### config.mk
export PLATFORM = sky130hd
export DESIGN_NAME = mba_arbiter
export DESIGN_NICKNAME = d
export VERILOG_FILES = /design/src/hdl/mba_pkg.sv /design/src/hdl/mba_sync.sv /design/src/hdl/mba_arbiter.sv
export SDC_FILE = /design/constraint.sdc
export NUM_CORES = 1
export LEC_CHECK = 0
export BUFFER_PORTS_ARGS = -buffer_cell sky130_fd_sc_hd__buf_2
export CELL_PAD_IN_SITES_DETAIL_PLACEMENT = 0
export CELL_PAD_IN_SITES_GLOBAL_PLACEMENT = 1
export CORE_MARGIN = 4
export CORE_UTILIZATION = 25
export CTS_CLUSTER_DIAMETER = 120
export DETAILED_ROUTE_END_ITERATION = 16
export PLACE_DENSITY_LB_ADDON = 0.1
export SLEW_MARGIN = 0
export SYNTH_ARGS = -nofsm -noshare
export SYNTH_HDL_FRONTEND = slang
export SYNTH_SLANG_ARGS = --single-unit
### constraint.sdc
create_clock -name core_clk_i -period 2.1 [get_ports core_clk_i]
set_clock_uncertainty 0.2 [all_clocks]
set_input_delay 0.105 -clock core_clk_i [delete_from_list [all_inputs] [get_ports core_clk_i]]
set_output_delay 0.105 -clock core_clk_i [all_outputs]
set_load 0.1 [all_outputs]
### src/hdl/mba_pkg.sv
// package for the multiprocessor bus arbitration and host acknowledge block
// assumes one 20 MHz clock shared by every processor on the bus
package mba_pkg;
   localparam int unsigned     CLK_PERIOD_NS   = 50;
   localparam int unsigned     NUM_BR          = 6;
   localparam int unsigned     ID_W            = 3;
   localparam logic [2:0]      ID_SINGLE       = 3'h0;
   localparam logic [2:0]      ID_MAX          = 3'h6;
   localparam logic [5:0]      BR_NONE         = 6'h00;
   // core priority pull-up in ohms, used only as documentation of the pad
   localparam int unsigned     CPA_PULLUP_OHM  = 5000;

   typedef enum logic [1:0] {
      MBA_IDLE,
      MBA_MASTER,
      MBA_HOST
   } mba_state_type;

   // host access group
   typedef struct packed {
      logic cs_n;
      logic hbr_n;
      logic busy;
   } mba_host_req_type;

   // tri-state pin pair
   typedef struct packed {
      logic o;
      logic oe;
   } mba_pin_type;
endpackage : mba_pkg

### src/hdl/mba_sync.sv
// two-flop synchroniser for a vector of pins
// assumes the inputs are asynchronous to core_clk_i
`timescale 1ns/100ps
module mba_sync #(
   parameter int unsigned W = 1
) (
   input  wire logic         core_clk_i,
   input  wire logic         srst_i,
   input  wire logic [W-1:0] rst_val_i,
   input  wire logic [W-1:0] d_i,
   output logic      [W-1:0] q_o
);
   logic [W-1:0] meta_q;

   always_ff @(posedge core_clk_i) begin
      if (srst_i) begin
         meta_q <= rst_val_i;
         q_o    <= rst_val_i;
      end else begin
         meta_q <= d_i;
         q_o    <= meta_q;
      end
   end
endmodule : mba_sync

### src/hdl/mba_arbiter.sv
// bus arbitration, host grant, core priority and host acknowledge of one processor
// assumes pins are asynchronous and resolved (wired-and) outside this module
`timescale 1ns/100ps
module mba_arbiter import mba_pkg::*; (
   input  wire logic              core_clk_i,
   input  wire logic              srst_i,
   input  wire logic [ID_W-1:0]   processor_identifier_i,
   input  wire logic              arb_mode_strap_i,
   input  wire logic              ack_active_drive_cfg_i,
   input  wire logic              host_select_n_i,
   input  wire logic              host_bus_request_n_i,
   input  wire logic              host_access_busy_i,
   input  wire logic              bus_wanted_i,
   input  wire logic              core_wants_bus_i,
   input  wire logic              dma_active_i,
   input  wire logic [NUM_BR-1:0] mp_bus_request_lines_n_i,
   input  wire logic              core_priority_line_n_i,
   output logic [NUM_BR-1:0]      mp_bus_request_lines_o,
   output logic [NUM_BR-1:0]      mp_bus_request_lines_oe_o,
   output logic                   host_bus_grant_n_o,
   output logic                   host_bus_grant_n_oe_o,
   output logic                   host_access_ack_o,
   output logic                   host_access_ack_oe_o,
   output logic                   core_priority_line_o,
   output logic                   core_priority_line_oe_o,
   output logic                   is_master_o,
   output logic                   dma_hold_o,
   output logic                   single_proc_o
);
   // one-hot line for an identifier; zero and out-of-range give none
   function automatic logic [NUM_BR-1:0] id_line(input logic [ID_W-1:0] id);
      logic [NUM_BR-1:0] v;
      v = BR_NONE;
      if (id != ID_SINGLE && id <= ID_MAX) begin
         v = NUM_BR'(1) << (id - 3'h1);
      end
      return v;
   endfunction : id_line

   // winning line: lowest index at or after the start point, else the lowest index below it
   function automatic logic [NUM_BR-1:0] pick(input logic [NUM_BR-1:0] req,
                                             input logic [NUM_BR-1:0] start);
      logic [2*NUM_BR-1:0] dbl;
      logic [NUM_BR-1:0]   w;
      logic                found;
      int                  s;
      w     = BR_NONE;
      found = 1'b0;
      s     = 0;
      dbl   = {req, req};
      for (int i = 0; i < NUM_BR; i++) begin
         if (start[i]) begin
            s = i;
         end
      end
      for (int i = 0; i < 2*NUM_BR; i++) begin
         if (!found && i >= s && dbl[i]) begin
            found = 1'b1;
            w     = (i >= NUM_BR) ? NUM_BR'(1) << (i - NUM_BR) : NUM_BR'(1) << i;
         end
      end
      return w;
   endfunction : pick

   logic [NUM_BR-1:0] br_s;
   logic              hbr_s;
   logic              cs_s;
   logic              cpa_s;
   logic              strap_s;
   logic [ID_W-1:0]   id_meta_q;
   logic [ID_W-1:0]   id_q;
   logic [NUM_BR-1:0] own_line;
   logic [NUM_BR-1:0] req_all;
   logic [NUM_BR-1:0] start;
   logic [NUM_BR-1:0] winner;
   logic [NUM_BR-1:0] last_q;
   logic              want;
   mba_state_type     state_q;
   mba_pin_type       ack_d;

   mba_sync #(.W(NUM_BR + 4)) u_sync (
      .core_clk_i (core_clk_i),
      .srst_i     (srst_i),
      .rst_val_i  ({{NUM_BR{1'b1}}, 1'b1, 1'b1, 1'b1, 1'b0}),
      .d_i        ({mp_bus_request_lines_n_i, host_bus_request_n_i, host_select_n_i,
                    core_priority_line_n_i, arb_mode_strap_i}),
      .q_o        ({br_s, hbr_s, cs_s, cpa_s, strap_s})
   );

   // identifier captured while reset is held, so later pin changes are ignored;
   // two stages as for any pin, so reset must span at least two edges
   always_ff @(posedge core_clk_i) begin
      if (srst_i) begin
         id_meta_q <= processor_identifier_i;
         id_q      <= id_meta_q;
      end
   end

   assign own_line = id_line(id_q);
   assign want     = bus_wanted_i || core_wants_bus_i;
   // own request is seen back through the wire, so it has the same sync delay
   // as the other lines and cannot win before they are visible
   assign req_all  = ~br_s;
   // fixed: start at line one; rotating: start just past the last master
   assign start    = strap_s ? {last_q[NUM_BR-2:0], last_q[NUM_BR-1]}
                             : NUM_BR'(1);
   assign winner   = pick(req_all, start);

   always_ff @(posedge core_clk_i) begin
      if (srst_i) begin
         state_q <= MBA_IDLE;
      end else begin
         case (state_q)
            MBA_IDLE: begin
               if (!hbr_s) begin
                  state_q <= MBA_HOST;
               end else if (own_line != BR_NONE && want && winner == own_line) begin
                  state_q <= MBA_MASTER;
               end
            end
            MBA_MASTER: begin
               if (!hbr_s) begin
                  state_q <= MBA_HOST;
               end else if (!want) begin
                  state_q <= MBA_IDLE;
               end
            end
            MBA_HOST: begin
               if (hbr_s) begin
                  state_q <= MBA_IDLE;
               end
            end
            default: state_q <= MBA_IDLE;
         endcase
      end
   end

   // rotation pointer follows whichever line last won the bus
   always_ff @(posedge core_clk_i) begin
      if (srst_i) begin
         last_q <= NUM_BR'(1) << (NUM_BR - 1);
      end else if (winner != BR_NONE && hbr_s && (req_all & last_q) == BR_NONE) begin
         // pointer stays on a holder that still asks, so the pick cannot flip each cycle
         last_q <= winner;
      end
   end

   always_ff @(posedge core_clk_i) begin
      if (srst_i) begin
         mp_bus_request_lines_o    <= BR_NONE;
         mp_bus_request_lines_oe_o <= BR_NONE;
      end else begin
         // low on own line only; other lines never driven
         mp_bus_request_lines_o    <= BR_NONE;
         mp_bus_request_lines_oe_o <= (want && hbr_s) ? own_line : BR_NONE;
      end
   end

   // grant low until host lets go; driven by the master, by any processor in host state, and always by a lone processor
   always_ff @(posedge core_clk_i) begin
      if (srst_i) begin
         host_bus_grant_n_o    <= 1'b1;
         host_bus_grant_n_oe_o <= 1'b0;
      end else begin
         host_bus_grant_n_o    <= !(state_q == MBA_HOST && !hbr_s);
         host_bus_grant_n_oe_o <= state_q == MBA_MASTER || state_q == MBA_HOST
                                  || (own_line == BR_NONE);
      end
   end

   // slave core pulls the wired line; master holds DMA while anyone pulls it
   always_ff @(posedge core_clk_i) begin
      if (srst_i) begin
         core_priority_line_o    <= 1'b0;
         core_priority_line_oe_o <= 1'b0;
         dma_hold_o              <= 1'b0;
      end else begin
         core_priority_line_o    <= 1'b0;
         core_priority_line_oe_o <= core_wants_bus_i && state_q != MBA_MASTER;
         dma_hold_o              <= state_q == MBA_MASTER && !cpa_s && dma_active_i;
      end
   end

   always_comb begin
      ack_d.o  = !host_access_busy_i;
      ack_d.oe = 1'b0;
      if (!cs_s && !hbr_s) begin
         // open drain only pulls low; active drive also drives high
         ack_d.oe = host_access_busy_i || ack_active_drive_cfg_i;
      end
   end

   always_ff @(posedge core_clk_i) begin
      if (srst_i) begin
         host_access_ack_o    <= 1'b1;
         host_access_ack_oe_o <= 1'b0;
      end else begin
         host_access_ack_o    <= ack_d.o;
         host_access_ack_oe_o <= ack_d.oe;
      end
   end

   always_ff @(posedge core_clk_i) begin
      if (srst_i) begin
         is_master_o   <= 1'b0;
         single_proc_o <= 1'b0;
      end else begin
         is_master_o   <= state_q == MBA_MASTER;
         single_proc_o <= own_line == BR_NONE;
      end
   end
endmodule : mba_arbiter

== Word level (Yosys, flattened, before mapping) ==
Index checks and enable logic that the tools add are counted.
Storage, ports and cells
  flip-flop bits (word level): 48
  input bits: 20
  output and inout port bits: 21
  word-level logic and storage cells: 140
Operators by class
  add/subtract/negate cells: 1
  magnitude comparators: 13
  eq/ne operators: 7
  shifts and indexed selects: 1
  mux-type cells: 36
  bitwise operators: 4
  reductions and logical operators: 63
Operator list (count)
  4-bit by 32-bit greater-or-equal comparator with 1-bit output (first input constant): 4
  5-bit by 32-bit greater-or-equal comparator with 1-bit output (first input constant): 4
  32-bit two-way mux: 4
  6-bit two-way mux: 13
  3-bit by 32-bit greater-or-equal comparator with 1-bit output (first input constant): 2
  1-bit logical AND: 34
  1-bit by 32-bit greater-or-equal comparator with 1-bit output (first input constant): 1
  2-bit by 32-bit greater-or-equal comparator with 1-bit output (first input constant): 1
  1-bit logical NOT: 16
  1-bit two-way mux: 13
  6-bit logical NOT: 2
  6-bit nonzero test: 2
  2-bit two-way mux: 5
  6-bit bitwise AND: 1
  6-bit equality test: 1
  3-bit != test (second input constant): 2
  6-bit NOT: 1
  2-bit one-hot mux with 3 select lines: 1
  1-bit by 3-bit left shift with 6-bit output (first input constant): 1
  1-bit logical OR: 4
  2-bit by 1-bit != test with 1-bit output (second input constant): 2
  2-bit OR reduction: 2
  3-bit less-or-equal comparator (second input constant): 1
  3-bit AND reduction: 1
  other kinds (6): 7

== Longest topological paths before layout ==
  word-level depth: 58
  depth in mapped cells: 8
  mapped depth without buffers: 8

== By module ==
A second synthesis with hierarchy kept.
Second synthesis, totals
  cells, all modules: 220
  area total of the unflattened synthesis: 2273.4 um2
By module, submodules not included
  mba_arbiter: instances 1, cells each 178, area each 1550.2 um2
  mba_sync: instances 1, cells each 42, area each 723.2 um2

== Worst setup path before layout ==
No wires, ideal clock.
  path type: register -> register
  from: reg last_q[4]
  to: reg last_q[4]
  data arrival time: 1961 ps
  setup slack: -182 ps
  stages on the path, launching flop included: 7
  period minus slack after synthesis: 2282 ps
  path through: dfxtp_1 -> buf_6 -> or4_4 -> a22oi_4 -> o31ai_2 -> o31a_4 -> mux2_4
Between the ends
  longest elaborated chain between the ends: 52
  elaborated cells between the ends (all ways): 76
  those cells by class: order compare (12); mux (25); bitwise (1); reduce/logical (38)
RTL lines
  start, declared: RTL line mba_arbiter.sv:76  | logic [NUM_BR-1:0] last_q;
  start signal, assigned: RTL line mba_arbiter.sv:141  | last_q <= NUM_BR'(1) << (NUM_BR - 1);
  start signal, assigned: RTL line mba_arbiter.sv:144  | last_q <= winner;
  6-bit two-way mux: RTL line mba_arbiter.sv:105  | assign start = strap_s ? {last_q[NUM_BR-2:0], last_q[NUM_BR-1]}
  32-bit two-way mux: RTL line mba_arbiter.sv:52  | if (start[i]) begin
  1-bit by 32-bit greater-or-equal comparator with 1-bit output: RTL line mba_arbiter.sv:57  | if (!found && i >= s && dbl[i]) begin
  1-bit logical AND: RTL line mba_arbiter.sv:57
  1-bit two-way mux: RTL line mba_arbiter.sv:57
  1-bit logical NOT: RTL line mba_arbiter.sv:57
  1-bit logical AND (2 in series): RTL line mba_arbiter.sv:57
  1-bit two-way mux: RTL line mba_arbiter.sv:57
  [... 32 more ...]
  1-bit logical NOT: RTL line mba_arbiter.sv:57
  1-bit logical AND (2 in series): RTL line mba_arbiter.sv:57
  1-bit two-way mux: RTL line mba_arbiter.sv:57
  1-bit logical NOT: RTL line mba_arbiter.sv:57
  1-bit logical AND (2 in series): RTL line mba_arbiter.sv:57
  6-bit two-way mux: RTL line mba_arbiter.sv:57
  6-bit nonzero test: RTL line mba_arbiter.sv:142  | end else if (winner != BR_NONE && hbr_s && (req_all & last_q) == BR_NONE) begin
  1-bit logical AND (2 in series): RTL line mba_arbiter.sv:142
Parallel ways exist; a longest one is shown, timed or not.
A chain may end at the register's enable or synchronous reset.

== Worst setup path in the final report ==
Ends and elaborated chain as after synthesis.

==> qor.yml <==
layout:
  nNetsFinal: 319
  final-instance-count-excl-fill: 401
  fillers: 830
  synthToLayoutAreaGrowth_pct: 37.3
  n_antenna_cell: 0
  drive_gt1_frac: 0.385
die:
  initial_core_util: 0.256
  fp.dieArea_um2: 9950
  io_pins: 41
  rows: 33
  fp.dieH_um: 99.8
  core_area_um2: 8220
  die_w_um: 99.8
critical_path:
  r2r_cells: 5
  ff2ff_setup_slack_ps: -80
  crit_path_end_kind: "flip-flop"
  startpoint_type: "flip-flop"
  crit_start: "last_q[4]"
  regToRegStartpoint: "last_q[4]"
  slowest_stage: "or4_4"
  r2r_end: "last_q[4]"
  critical_path_arrival_ps: 2180
  worstSetupPathType: "reg -> reg"
  crit_required_ps: 2090
  path_max_fanout: 5
  crit_chain: "or4_4 -> o21ai_2 -> o22ai_2 -> o31a_4 -> mux2_4"
  slowest_delay_ps: 570
sta:
  finalMaxSlewViolations: 0
  setup_violations: 6
  setup_slack_ps: -84.5
  relSlewSlack: 0.550
  tightest_slew_ps: 675
  whs_ps: 104
  hold_viol: 0
  final.period_utilization: 1.04
  rsz0062_at_grt: "yes"
  fin_setup_tns_ps: -320
  fmax_ghz: 0.458
  fin_crit_ps: 2180
route:
  drcViolationCount: 0
  vias: 1707
  antenna_left: 0
  via_per_inst: 4.26
  routed_wirelength_mm: 4.84
  drt_iter0_drc: 48
  wl_per_cell_um: 12.1
  dr.pass1.iters: 4
logic_synthesis:
  synth_ff_type: "dfxtp_1"
  synth_top_area_share: 0.400
  synth-xor-area-share: 0.00416
  synth_seq_cells: 48
  yosysTopAreaCell: "dfxtp_1"
  ys_seq_area_frac: 0.485
  synthMuxAreaShare: 0.0268
  avgSynthCellArea_um2: 9.70
  synth-edff-count: 6
  synth_top_family_by_area: "simple AND/OR/NAND/NOR gates"
  synth_fa_ha_area_frac: 0.0238
  synth_compound_area_frac: 0.167
  ys_warn_count: 0
  synthTopCellsByCount: "42 x dfxtp_1, 19 x nor2_1, 19 x or2_2, 11 x inv_1, 9 x nand2b_1"
  syn_area_um2: 2100
  ys_async_sr_fraction: 0
  ys_types: 52
  synth-simple-area-share: 0.227
  synth_cells: 217
  synth.area.top_cells: "dfxtp_1 40%, edfxtp_1 8.6%, or2_2 5.6%, nor2_1 3.4%, nand2b_1 2.7%"
  yosysMostFrequentCell: "dfxtp_1"
grt:
  grt_pass1_vias: 1717
  grt_max_degree: 37
  antenna_found_initial: 0
  overflow: 0
  track_usage: 0.105
  grt_pass1_wl_mm: 8.23
placed_design:
  port-buffer-count: 33
  detailed_place_hpwl_mm: 3.58
  gp_congestion: 0.833
  post-place-ws_ps: -112
  dpl.cell_count: 376
outcome:
  outcome: "complete, but fails checks"
  violations: "setup timing"
clocking:
  cts_tree: "done"
  clock-sinks: 48
  clk_pin_slew_ps: 90
  insertion_delay_ps: 300
  cts_htree_levels: 2
  cts.path.max_buffers: 2
  cts_root_buffer: "clkbuf_8"
  postCtsSetupBuffers: 0
  cts_inserted_buffers: 5
hold_path:
  holdCritPathClass: "in -> reg"
  hold_path_end: "state_q[1]"
  worstHoldPathCells: 5
  min-delay-start: "bus_wanted_i"
power:
  p_total_uw: 2060
  cellPowerDensity_nw_per_um2: 712
  vdd_ir_drop_max_v: 0.000275
  p_leak_uw: 0.00123
flow_run:
  cap_violations: 0
==> registers in the layout (all words and copies together), names as in the netlist <==
signal                     cells
u_sync.meta_q                 10
u_sync.q_o                    10
last_q                         6
mp_bus_request_lines_oe_o      6
id_meta_q                      3
id_q                           3
state_q                        2
core_priority_line_oe_o        1
dma_hold_o                     1
host_access_ack_o              1
host_access_ack_oe_o           1
host_bus_grant_n_o             1
host_bus_grant_n_oe_o          1
is_master_o                    1
single_proc_o                  1
==> where the power goes <==
part / internal [µW] / leakage [µW] / total (µW) / switching (µW)
Clock: 239 / 0.0000424 / 556 / 317
Combinational: 192 / 0.000784 / 497 / 305
Sequential: 981 / 0.000405 / 1010 / 24.8
==> how the worst max path moves through the flow <==
| stage | cells after the start | endpoint | slack [ps] |
|---|---|---|---|
| after floorplan | 6 | last_q[4] | -110 |
| after global placement | 6 | last_q[2] | -70 |
| after detailed placement | 6 | state_q[1] | -110 |
| after CTS | 6 | state_q[0] | -80 |
| after global routing | 6 | state_q[1] | -210 |
| final | 5 | last_q[4] | -80 |
==> stage by stage <==
stage	cell area [µm²]	util
floorplan	2140	-
global placement	2570	0.313
detailed placement	2570	0.313
CTS	2850	0.347
global route	2890	0.352
finish	2890	0.352
==> placed cells by master, fill, tap and decap left out, types with 4 or more instances in the layout <==
cell type	synthesis	routed
a21oi_1	8	8
a31oi_1	4	4
buf_2	1	33
buf_4	7	30
clkbuf_8	0	5
conb_1	1	7
dfxtp_1	42	36
dfxtp_2	0	6
dlygate4sd3_1	0	17
edfxtp_1	6	6
ha_1	4	4
inv_1	11	11
nand2_1	8	8
nand2b_1	9	9
nor2_1	19	17
nor2b_1	6	6
nor3_1	4	4
o21ai_0	7	6
or2_2	19	19
==> critical path: cells and delay by family, from the launching register on <==
family	cells	cell delay (ps)
compound gates	3	660
flops	1	350
mux	1	300
simple gates	1	570
==> timing repair <==
action | 4_1_cts | 5_1_grt
hold endpoints to repair | 17 | 0
gates resized for setup | 4 | 12
endpoints found under the setup margin | 7 | 8
pin swaps | 4 | 2
hold buffers | 17 | 0
==> routing by layer <==
layer	track usage	wire length, µm	up-vias
met3	0.0259	185	4
met2	0.174	2240	28
met5	0	0	-
met4	0.0315	46	0
li1	-	-	895
met1	0.133	2370	780
==> cells by family after synthesis <==
logic type                 Yosys count
adders and majority gates            4
other                                1
buffers and inverters               27
AOI/OAI and AO/OA                   46
DFF                                 48
and+or+nand+nor                     85
xor gates and xnor gates             1
muxes                                5
==> layout make-up <==
type,count,area (µm²),area share
Timing Repair Buffer,81,572,0.198
Clock buffer,7,76.3,0.0264
Sequential cell,48,1030,0.356
Clock inverter,1,8.76,0.00303
Multi-Input combinational cell,148,1030,0.357
Tap cell,105,131,0.0455
Inverter,11,41.3,0.0143
Power figures use the tool's default switching activity.
